[src/rtl/usart_pkg.sv]
// package: constants, register map and carrier types of the serial port control block
// assumes: one clock domain, APB word access, byte address is four times a register index
// What this block does
// flush aborts operation and empties data buffers
// software waits one bit after flush
// two interrupt flags, receive and transmit done
// interrupt requests gated by their enables
// two DMA triggers pulsed by done events
// data buffer reachable as DMA source/destination
// no DMA while clock phase select is one; the block does not gate the triggers by it, so this is left to the caller
// status bit 7 picks SPI or UART
// status bit 6 turns receiver on
// status bit 5 picks SPI master or slave
// bit 4 framing fault, set by hardware
// receive done on first good stop bit
// bit 3 parity fault, software clears by zero
// bit 2 received byte ready
// bit 1 last byte fully transmitted
// bit 0 read-only busy status
// seven port registers exist
// flush at async bit 7 reads zero
// SPI slave: transmit done at start
// hardware set beats software clear
package usart_pkg;
  // ---------------------------------------------------------------------------
  // register indices (byte address = index * 4)
  // ---------------------------------------------------------------------------
  localparam logic [7:0]  IDX_CTRL_STATUS = 8'h86;
  localparam logic [7:0]  IDX_ASYNC_CTRL  = 8'hC4;
  localparam logic [7:0]  IDX_GENERIC     = 8'hC5;
  localparam logic [7:0]  IDX_DATA_BUF    = 8'hC1;
  localparam logic [7:0]  IDX_RATE        = 8'hC2;
  localparam logic [7:0]  IDX_IRQ_FLAGS   = 8'hC6;
  localparam logic [7:0]  IDX_IRQ_ENABLE  = 8'hC7;
  // ---------------------------------------------------------------------------
  // field positions
  // ---------------------------------------------------------------------------
  localparam int BIT_MODE    = 7;
  localparam int BIT_RXON    = 6;
  localparam int BIT_SLAVE   = 5;
  localparam int BIT_FRAME   = 4;
  localparam int BIT_PARITY  = 3;
  localparam int BIT_RXBYTE  = 2;
  localparam int BIT_TXBYTE  = 1;
  localparam int BIT_ACTIVE  = 0;
  localparam int BIT_FLUSH   = 7;
  localparam int BIT_PHASE   = 6;
  localparam int BIT_RXFLAG  = 0;
  localparam int BIT_TXFLAG  = 1;
  // ---------------------------------------------------------------------------
  // reset values
  // ---------------------------------------------------------------------------
  localparam logic [7:0]  RST_CTRL_STATUS = 8'h00;
  localparam logic [7:0]  RST_ASYNC_CTRL  = 8'h02;
  localparam logic [7:0]  RST_GENERIC     = 8'h00;
  localparam logic [7:0]  RST_RATE        = 8'h00;

  // events from the serial engine, one-cycle pulses on pclk except busy and rx_byte
  typedef struct packed {
    logic       rx_done;      // byte received, first stop bit good
    logic       tx_done;      // last written byte fully shifted out
    logic       slave_start;  // spi slave selected, operation starts
    logic       frame_fault;  // wrong stop bit level
    logic       parity_fault; // parity check failed
    logic       busy;         // level: engine transmitting or receiving
    logic [7:0] rx_byte;      // byte captured with rx_done
  } engine_ev_t;

  // control toward the serial engine
  typedef struct packed {
    logic       uart_mode;    // 1 uart, 0 spi
    logic       receiver_on;
    logic       spi_slave;
    logic [6:0] async_cfg;    // async control bits 6..0
    logic [7:0] generic_cfg;
    logic [7:0] rate_cfg;
    logic [7:0] tx_byte;
    logic       tx_load;      // pulse: new byte written
    logic       flush;        // pulse: abort and empty buffers
  } engine_ctl_t;
endpackage

[src/rtl/usart_status_flush_events.sv]
// file: status, flush, interrupt flag and DMA trigger logic of one serial port
// assumes: APB master on pclk, serial engine on the same clock delivering usart_pkg::engine_ev_t
//
// The APB register port was left to the implementer.
`timescale 1ns/1ps
module usart_status_flush_events (
  input  wire logic                    pclk,        // 25 MHz system clock
  input  wire logic                    presetn,     // async reset, active low
  input  wire logic                    psel,        // apb select
  input  wire logic                    penable,     // apb access phase
  input  wire logic                    pwrite,      // apb direction
  input  wire logic [11:0]             paddr,       // apb byte address
  input  wire logic [31:0]             pwdata,      // apb write data
  output logic      [31:0]             prdata,      // apb read data
  output logic                         pready,      // apb ready
  output logic                         pslverr,     // unmapped address
  input  wire usart_pkg::engine_ev_t   ev,          // engine events
  output usart_pkg::engine_ctl_t       ctl,         // engine controls
  output logic                         rx_irq,      // receive done request
  output logic                         tx_irq,      // transmit done request
  output logic                         rx_dma_trig, // receive dma trigger
  output logic                         tx_dma_trig  // transmit dma trigger
);
  import usart_pkg::*;

  // ---------------------------------------------------------------------------
  // state
  // ---------------------------------------------------------------------------
  typedef struct packed {
    logic [7:0]  csr;
    logic [6:0]  ucr;
    logic [7:0]  gcr;
    logic [7:0]  baud;
    logic [7:0]  rx_buf;
    logic [7:0]  tx_buf;
    logic        tx_load;
    logic        flush;
    logic        rx_flag;
    logic        tx_flag;
    logic        rx_en;
    logic        tx_en;
    logic        rx_irq;
    logic        tx_irq;
    logic        rx_trig;
    logic        tx_trig;
    logic [31:0] rdata;
    logic        ready;
    logic        err;
  } state_t;

  state_t s_q;
  state_t s_d;

  logic       setup;
  logic       wr_acc;
  logic [7:0] idx;
  logic       hit;
  logic       tx_ev;
  logic [7:0] wb;

  assign setup  = psel & ~penable;
  // an unmapped address, aliases included, must never reach a register
  assign wr_acc = psel & penable & s_q.ready & pwrite & hit;
  assign idx    = paddr[9:2];
  assign wb     = pwdata[7:0];
  // unused high address bits must be zero for a hit
  assign hit    = (paddr[11:10] == 2'h0) && (paddr[1:0] == 2'h0) &&
                  (idx == IDX_CTRL_STATUS || idx == IDX_ASYNC_CTRL || idx == IDX_GENERIC ||
                   idx == IDX_DATA_BUF || idx == IDX_RATE || idx == IDX_IRQ_FLAGS ||
                   idx == IDX_IRQ_ENABLE);
  // spi slave reports transmit done at the start of the operation
  assign tx_ev  = (!s_q.csr[BIT_MODE] && s_q.csr[BIT_SLAVE]) ? ev.slave_start : ev.tx_done;

  // ---------------------------------------------------------------------------
  // next state
  // ---------------------------------------------------------------------------
  always_comb begin
    s_d         = s_q;
    s_d.tx_load = 1'b0;
    s_d.flush   = 1'b0;
    // zero wait state: ready rises in the access phase
    s_d.ready   = setup;
    s_d.err     = setup & ~hit;
    // unmapped reads return zero, even where the index aliases a register
    if (setup && !hit) begin
      s_d.rdata = 32'h00000000;
    end else if (setup) begin
      unique case (idx)
        IDX_CTRL_STATUS: s_d.rdata = {24'h000000, s_q.csr};
        IDX_ASYNC_CTRL:  s_d.rdata = {24'h000000, 1'b0, s_q.ucr};
        IDX_GENERIC:     s_d.rdata = {24'h000000, s_q.gcr};
        IDX_DATA_BUF:    s_d.rdata = {24'h000000, s_q.rx_buf};
        IDX_RATE:        s_d.rdata = {24'h000000, s_q.baud};
        IDX_IRQ_FLAGS:   s_d.rdata = {30'h0000000, s_q.tx_flag, s_q.rx_flag};
        IDX_IRQ_ENABLE:  s_d.rdata = {30'h0000000, s_q.tx_en, s_q.rx_en};
        default:         s_d.rdata = 32'h00000000;
      endcase
    end
    // software writes; status bits clear only by zero
    if (wr_acc) begin
      unique case (idx)
        IDX_CTRL_STATUS: begin
          s_d.csr[BIT_MODE]   = wb[BIT_MODE];
          s_d.csr[BIT_RXON]   = wb[BIT_RXON];
          s_d.csr[BIT_SLAVE]  = wb[BIT_SLAVE];
          s_d.csr[BIT_FRAME]  = s_q.csr[BIT_FRAME] & wb[BIT_FRAME];
          s_d.csr[BIT_PARITY] = s_q.csr[BIT_PARITY] & wb[BIT_PARITY];
          s_d.csr[BIT_RXBYTE] = s_q.csr[BIT_RXBYTE] & wb[BIT_RXBYTE];
          s_d.csr[BIT_TXBYTE] = s_q.csr[BIT_TXBYTE] & wb[BIT_TXBYTE];
        end
        IDX_ASYNC_CTRL: begin
          s_d.ucr   = wb[6:0];
          s_d.flush = wb[BIT_FLUSH];
        end
        IDX_GENERIC:    s_d.gcr = wb;
        IDX_DATA_BUF: begin
          s_d.tx_buf  = wb;
          s_d.tx_load = 1'b1;
        end
        IDX_RATE:       s_d.baud = wb;
        IDX_IRQ_FLAGS: begin
          s_d.rx_flag = s_q.rx_flag & wb[BIT_RXFLAG];
          s_d.tx_flag = s_q.tx_flag & wb[BIT_TXFLAG];
        end
        IDX_IRQ_ENABLE: begin
          s_d.rx_en = wb[BIT_RXFLAG];
          s_d.tx_en = wb[BIT_TXFLAG];
        end
        default: ;
      endcase
    end
    // hardware sets come after the software clear, so a coincident event survives
    if (ev.frame_fault)  s_d.csr[BIT_FRAME]  = 1'b1;
    if (ev.parity_fault) s_d.csr[BIT_PARITY] = 1'b1;
    if (ev.rx_done) begin
      s_d.csr[BIT_RXBYTE] = 1'b1;
      s_d.rx_buf          = ev.rx_byte;
      s_d.rx_flag         = 1'b1;
    end
    if (ev.tx_done) s_d.csr[BIT_TXBYTE] = 1'b1;
    if (tx_ev)      s_d.tx_flag = 1'b1;
    // busy mirrors the engine and cannot be written
    s_d.csr[BIT_ACTIVE] = ev.busy;
    // flush empties both data buffers; the engine drops its shift state on the pulse
    if (s_q.flush) begin
      s_d.rx_buf = 8'h00;
      s_d.tx_buf = 8'h00;
    end
    // dma triggers share the interrupt events; caller must not use them with phase one
    s_d.rx_trig = ev.rx_done;
    s_d.tx_trig = tx_ev;
    s_d.rx_irq  = s_d.rx_flag & s_d.rx_en;
    s_d.tx_irq  = s_d.tx_flag & s_d.tx_en;
  end

  // ---------------------------------------------------------------------------
  // registers
  // ---------------------------------------------------------------------------
  always_ff @(posedge pclk or negedge presetn) begin
    if (!presetn) begin
      s_q      <= '0;
      s_q.csr  <= RST_CTRL_STATUS;
      s_q.ucr  <= RST_ASYNC_CTRL[6:0];
      s_q.gcr  <= RST_GENERIC;
      s_q.baud <= RST_RATE;
    end else begin
      s_q <= s_d;
    end
  end

  // outputs straight from the state flops
  assign prdata              = s_q.rdata;
  assign pready              = s_q.ready;
  assign pslverr             = s_q.err;
  assign rx_irq              = s_q.rx_irq;
  assign tx_irq              = s_q.tx_irq;
  assign rx_dma_trig         = s_q.rx_trig;
  assign tx_dma_trig         = s_q.tx_trig;
  assign ctl.uart_mode       = s_q.csr[BIT_MODE];
  assign ctl.receiver_on     = s_q.csr[BIT_RXON];
  assign ctl.spi_slave       = s_q.csr[BIT_SLAVE];
  assign ctl.async_cfg       = s_q.ucr;
  assign ctl.generic_cfg     = s_q.gcr;
  assign ctl.rate_cfg        = s_q.baud;
  assign ctl.tx_byte         = s_q.tx_buf;
  assign ctl.tx_load         = s_q.tx_load;
  assign ctl.flush           = s_q.flush;

  logic wr_q;
  logic [7:0] idx_q;
  logic [7:0] wb_q;
  always_ff @(posedge pclk or negedge presetn) begin
    if (!presetn) begin
      wr_q  <= 1'b0;
      idx_q <= 8'h00;
      wb_q  <= 8'h00;
    end else begin
      wr_q  <= wr_acc;
      idx_q <= idx;
      wb_q  <= wb;
    end
  end
endmodule

[config.mk]
export PLATFORM = sky130hd
export DESIGN_NAME = usart_status_flush_events
export DESIGN_NICKNAME = d
export VERILOG_FILES = /design/src/rtl/usart_pkg.sv /design/src/rtl/usart_status_flush_events.sv
export SDC_FILE = /design/constraint.sdc
export NUM_CORES = 1
export LEC_CHECK = 0
export BUFFER_PORTS_ARGS = -buffer_cell sky130_fd_sc_hd__buf_4
export CAP_MARGIN = 5
export CORE_MARGIN = 2
export CORE_UTILIZATION = 23
export DETAILED_ROUTE_END_ITERATION = 6
export GPL_ROUTABILITY_DRIVEN = 0
export GPL_TIMING_DRIVEN = 0
export PLACE_DENSITY = 0.46
export SLEW_MARGIN = 20
export SYNTH_ARGS = -nofsm -noshare
export SYNTH_HDL_FRONTEND = slang
export SYNTH_SLANG_ARGS = --single-unit
[constraint.sdc]
create_clock -name pclk -period 1.8 [get_ports pclk]
set_input_delay 0.36 -clock pclk [delete_from_list [all_inputs] [get_ports pclk]]
set_output_delay 0.36 -clock pclk [all_outputs]
set_load 0.01 [all_outputs]
### Word level (Yosys, flattened, before mapping)

Index checks and enable logic that the tools add are counted.
W data, S select, Z words.

| word-level totals | value |
|---|---|
| bits in registers | 91 |
| input bits | 63 |
| output and inout port bits | 74 |
| logic and storage cells | 101 |

| cells by class | value |
|---|---|
| equal/unequal tests | 7 |
| multiplexer cells | 19 |
| bitwise logic cells | 16 |
| reductions and logical operators | 35 |

Operators by type and width:

| operator | count |
|---|---|
| $mux W32 | 2 |
| $eq A8 B8 Y1 const B | 7 |
| $pmux W8 S7 | 1 |
| $reduce_bool A2 Y1 | 12 |
| $reduce_and A2 Y1 | 9 |
| $mux W16 | 1 |
| $and A1 B1 Y1 | 14 |
| $mux W14 | 1 |
| $mux W9 | 1 |
| $mux W1 | 8 |
| $mux W4 | 2 |
| $mux W8 | 1 |
| $logic_or A1 B1 Y1 | 6 |
| $logic_and A1 B1 Y1 | 4 |
| $logic_not A2 Y1 | 2 |
| $mux W2 | 2 |
| $logic_not A1 Y1 | 2 |
| $not A1 Y1 | 2 |

### Longest topological paths before layout

| depth | value |
|---|---|
| word-level depth | 12 |
| mapped depth | 7 |
| gate-level depth less buffers | 4 |

### Worst setup path after synthesis

OpenSTA, ideal clock, no wires.

| timing | value |
|---|---|
| kind | in2reg |
| start | in paddr[7] |
| end | reg s_q (netlist bit tx_irq) |
| arrival time | 1784 ps |
| setup slack | -121 ps |
| stages on the path | 4 |
| path buffers | 0 |
| cell sequence | or4b_4 or4_4 o31ai_2 a22oi_1 |

RTL lines:

| what | RTL line | source |
|---|---|---|
| start, declared | usart_status_flush_events.sv:12 | `input wire logic [11:0] paddr,` |
| end, declared | usart_status_flush_events.sv:51 | `state_t s_q;` |

==> flow_metrics.env <==
export IMPL_clkPwrFrac_pct=48.7
export IMPL_synth_main_ff_cell="dfrtp_1"
export IMPL_cts_buffer_depth=2
export IMPL_switching_power_w=0.000868
export IMPL_synth_cell_types=46
export IMPL_root_buffer="clkbuf_16"
export IMPL_start_kind="input port"
export IMPL_wirelength_um=9720
export IMPL_yosysMostFrequentCell="buf_4"
export IMPL_max_freq_ghz=0.565
export IMPL_yosys_area_top_type="dfrtp_1"
export IMPL_fillers=1557
export IMPL_slowest_stage="or4_4"
export IMPL_gr_total_overflow=0
export IMPL_synthTopCellsByArea="dfrtp_1 (46%), buf_4 (14%), mux2_2 (6.6%)"
export IMPL_grt_max_degree=68
export IMPL_slowest_delay_ns=0.60
export IMPL_rsz0062_at_grt="true"
export IMPL_p_comb_share_pct=8.9
export IMPL_hold_class="input port to register"
export IMPL_setup_tns_ns=0
export IMPL_synth_cells_most_frequent="buf_4 (68), dfrtp_1 (66), mux2i_1 (22), mux2_2 (21), nor2_1 (19)"
export IMPL_cp_required_ns=1.99
export IMPL_drtIter0Drc=93
export IMPL_crit_type="input port to register"
export IMPL_crit_path_end_kind="register"
export IMPL_hpwlAfterDp_um=7340
export IMPL_row_count=45
export IMPL_seq_power_share_pct=42.3
export IMPL_cp_max_fo=4
export IMPL_period_needed_ns=1.77
export IMPL_track_usage_pct=11.8
export IMPL_vias=2610
export IMPL_hold_viol_final=0
export IMPL_p_leak_nw=2.57
export IMPL_slew_headroom_pct=42.5
export IMPL_drcViolationCount=0
export IMPL_finalSetupViolCount=0
export IMPL_cp_common_cell="or4_4"
export IMPL_syn_inst=316
export IMPL_antenna_found_initial=0
export IMPL_die_w_um=129
export IMPL_start_util_pct=23.6
export IMPL_status="completed"
export IMPL_routedWlPerCell_um=14.7
export IMPL_fp_dieH_um=129
export IMPL_cts_tree="built"
export IMPL_nets=507
export IMPL_ant_nets=0
export IMPL_p_sw_share_pct=23.7
export IMPL_yosysWarnings=0
export IMPL_synthArstFlopShare_pct=100
export IMPL_drt_pass1_iter_count=4
export IMPL_path_cells="buf_4, or4_4, or4_4, o21ai_2, a22oi_2"
export IMPL_setup_ws_ns=0.0298
export IMPL_viasPerCell=3.95
export IMPL_stdcell_count=660
export IMPL_dpl_worst_slack_ns=-0.428
export IMPL_synth_seq_cells=67
export IMPL_drive_gt1_share_pct=51.9
export IMPL_crit_arrival_ns=1.96
export IMPL_cts_buffers=9
export IMPL_ir_drop_v=0.000396
export IMPL_ys_seq_area_share_pct=46.6
export IMPL_maxCapViolations=0
export IMPL_ios=137
export IMPL_worstMarginPinSlew_ns=0.863
export IMPL_clkLatencyLatePin_ns=0.33
export IMPL_cts_htree_levels=3
export IMPL_power_density_nw_per_um2=724
export IMPL_period_share_pct=98.3
export IMPL_dp_cells=636
export IMPL_syn2layout_area_growth_pct=40.2
export IMPL_grt_pass1_wl_um=14700
export IMPL_synth_edf_count=0
export IMPL_synth_top_area_share_pct=45.9
export IMPL_n_antenna_cell=0
export IMPL_drv_slew=0
export IMPL_p_int_w=0.00279
export IMPL_grt_pass1_vias=2563
export IMPL_clock_sinks=67
export IMPL_path_clk_slew_ns=0.05
export IMPL_portBuffers=86
export IMPL_core_area_um2=15300
export IMPL_dieArea_um2=16700
export IMPL_avgSynthCellArea_um2=11.4
export IMPL_synth_area_um2=3600
export IMPL_finClkSkew_ns=0.00599
what timing repair did:
item | CTS | global route
gates resized for setup | 2 | 7
pin swaps | 3 | 5
setup endpoints to repair | 32 | 36
buffers inserted | 2 | 7
hold buffers | 0 | 0
final timing paths:
check,from,cells past startpoint,slack [ns],endpoint
max,paddr[11],5,0.03,tx_irq
min,ev[8],1,0.13,s_q[83]
max reg2reg,pready,5,0.11,ctl[32]
min reg2reg,prdata[0],1,0.50,prdata[0]
max in group asynchronous,presetn,1,1.10,rx_irq
min in group asynchronous,presetn,1,0.14,rx_dma_trig
registers in the layout, summed over array words and instances (netlist names):
| name | count |
|---|---|
| prdata | 8 |
| pslverr | 1 |
| ctl | 36 |
| tx_dma_trig | 1 |
| rx_dma_trig | 1 |
| tx_irq | 1 |
| pready | 1 |
| rx_irq | 1 |
| s_q | 17 |
critical path, delay by kind of cell:
family / cells / cell delay [ns]
buffers and inverters: 1 / 0.12
AOI/OAI and AO/OA: 2 / 0.30
and+or+nand+nor: 2 / 1.17
cell families (layout without fill, tap and decap cells):
| group | count (synthesis) | count (layout) | synth area share (%) |
|---|---|---|---|
| buffers and inverters | 86 | 196 | 16.4 |
| flip-flops | 67 | 67 | 46.6 |
| AND/OR/NAND/NOR | 68 | 68 | 11.6 |
| other | 1 | 24 | 0.104 |
| multiplexers | 50 | 50 | 15.6 |
| AO/OA/AOI/OAI | 44 | 44 | 9.73 |
power by group through the flow:
stage | combinational, W | clock [W] | sequential [W]
2_1_floorplan | 0.000165 | 0 | 0.00157
3_3_place_gp | 0.000321 | 0 | 0.00157
3_5_place_dp | 0.000325 | 0 | 0.00157
4_1_cts | 0.000327 | 0.00183 | 0.00155
5_1_grt | 0.000363 | 0.00187 | 0.00155
6_report | 0.000327 | 0.00178 | 0.00155
layer usage:
metal,share of wire (%),GRT usage [%],vias up
li1,-,-,1285
met1,50,16.6,1239
met2,44,17.7,75
met3,5.0,2.97,11
met4,1.3,4.03,0
met5,0,0,-
per-stage QoR:
step	total power [W]	utilization [%]	hold slack, ns	area, um^2
global route	0.00379	33.1	0.124	5050
floorplan	0.00173	-	0.0644	3730
detailed placement	0.00190	30.4	0.472	4640
finish	0.00366	33.1	0.133	5050
global placement	0.00189	30.4	0.470	4640
CTS	0.00370	32.6	0.123	4970
final cells by class:
class,count,area [um^2],share of cell area [%]
buffer,80,587,11.6
clock buffer,10,239,4.73
clock inverter,6,65.1,1.29
inverter,5,18.8,0.372
multi-input combinational,186,1480,29.4
sequential,67,1680,33.2
tap,211,264,5.23
timing repair buffer,95,713,14.1
layout by cell type, fill, tap and decap left out, types with 3 or more instances in the layout:
cell type	count
nand2_1	12
mux2_2	21
clkbuf_1	5
buf_4	163
nor2_1	19
o21ai_0	7
mux2i_1	22
nand2b_1	7
inv_1	5
nand3b_1	4
nand4_1	3
a21oi_1	3
dfrtp_1	66
a22oi_1	6
clkbuf_16	9
a22o_1	12
mux2_4	7
conb_1	24
o211ai_1	5
(Power assumes the default switching activity.)
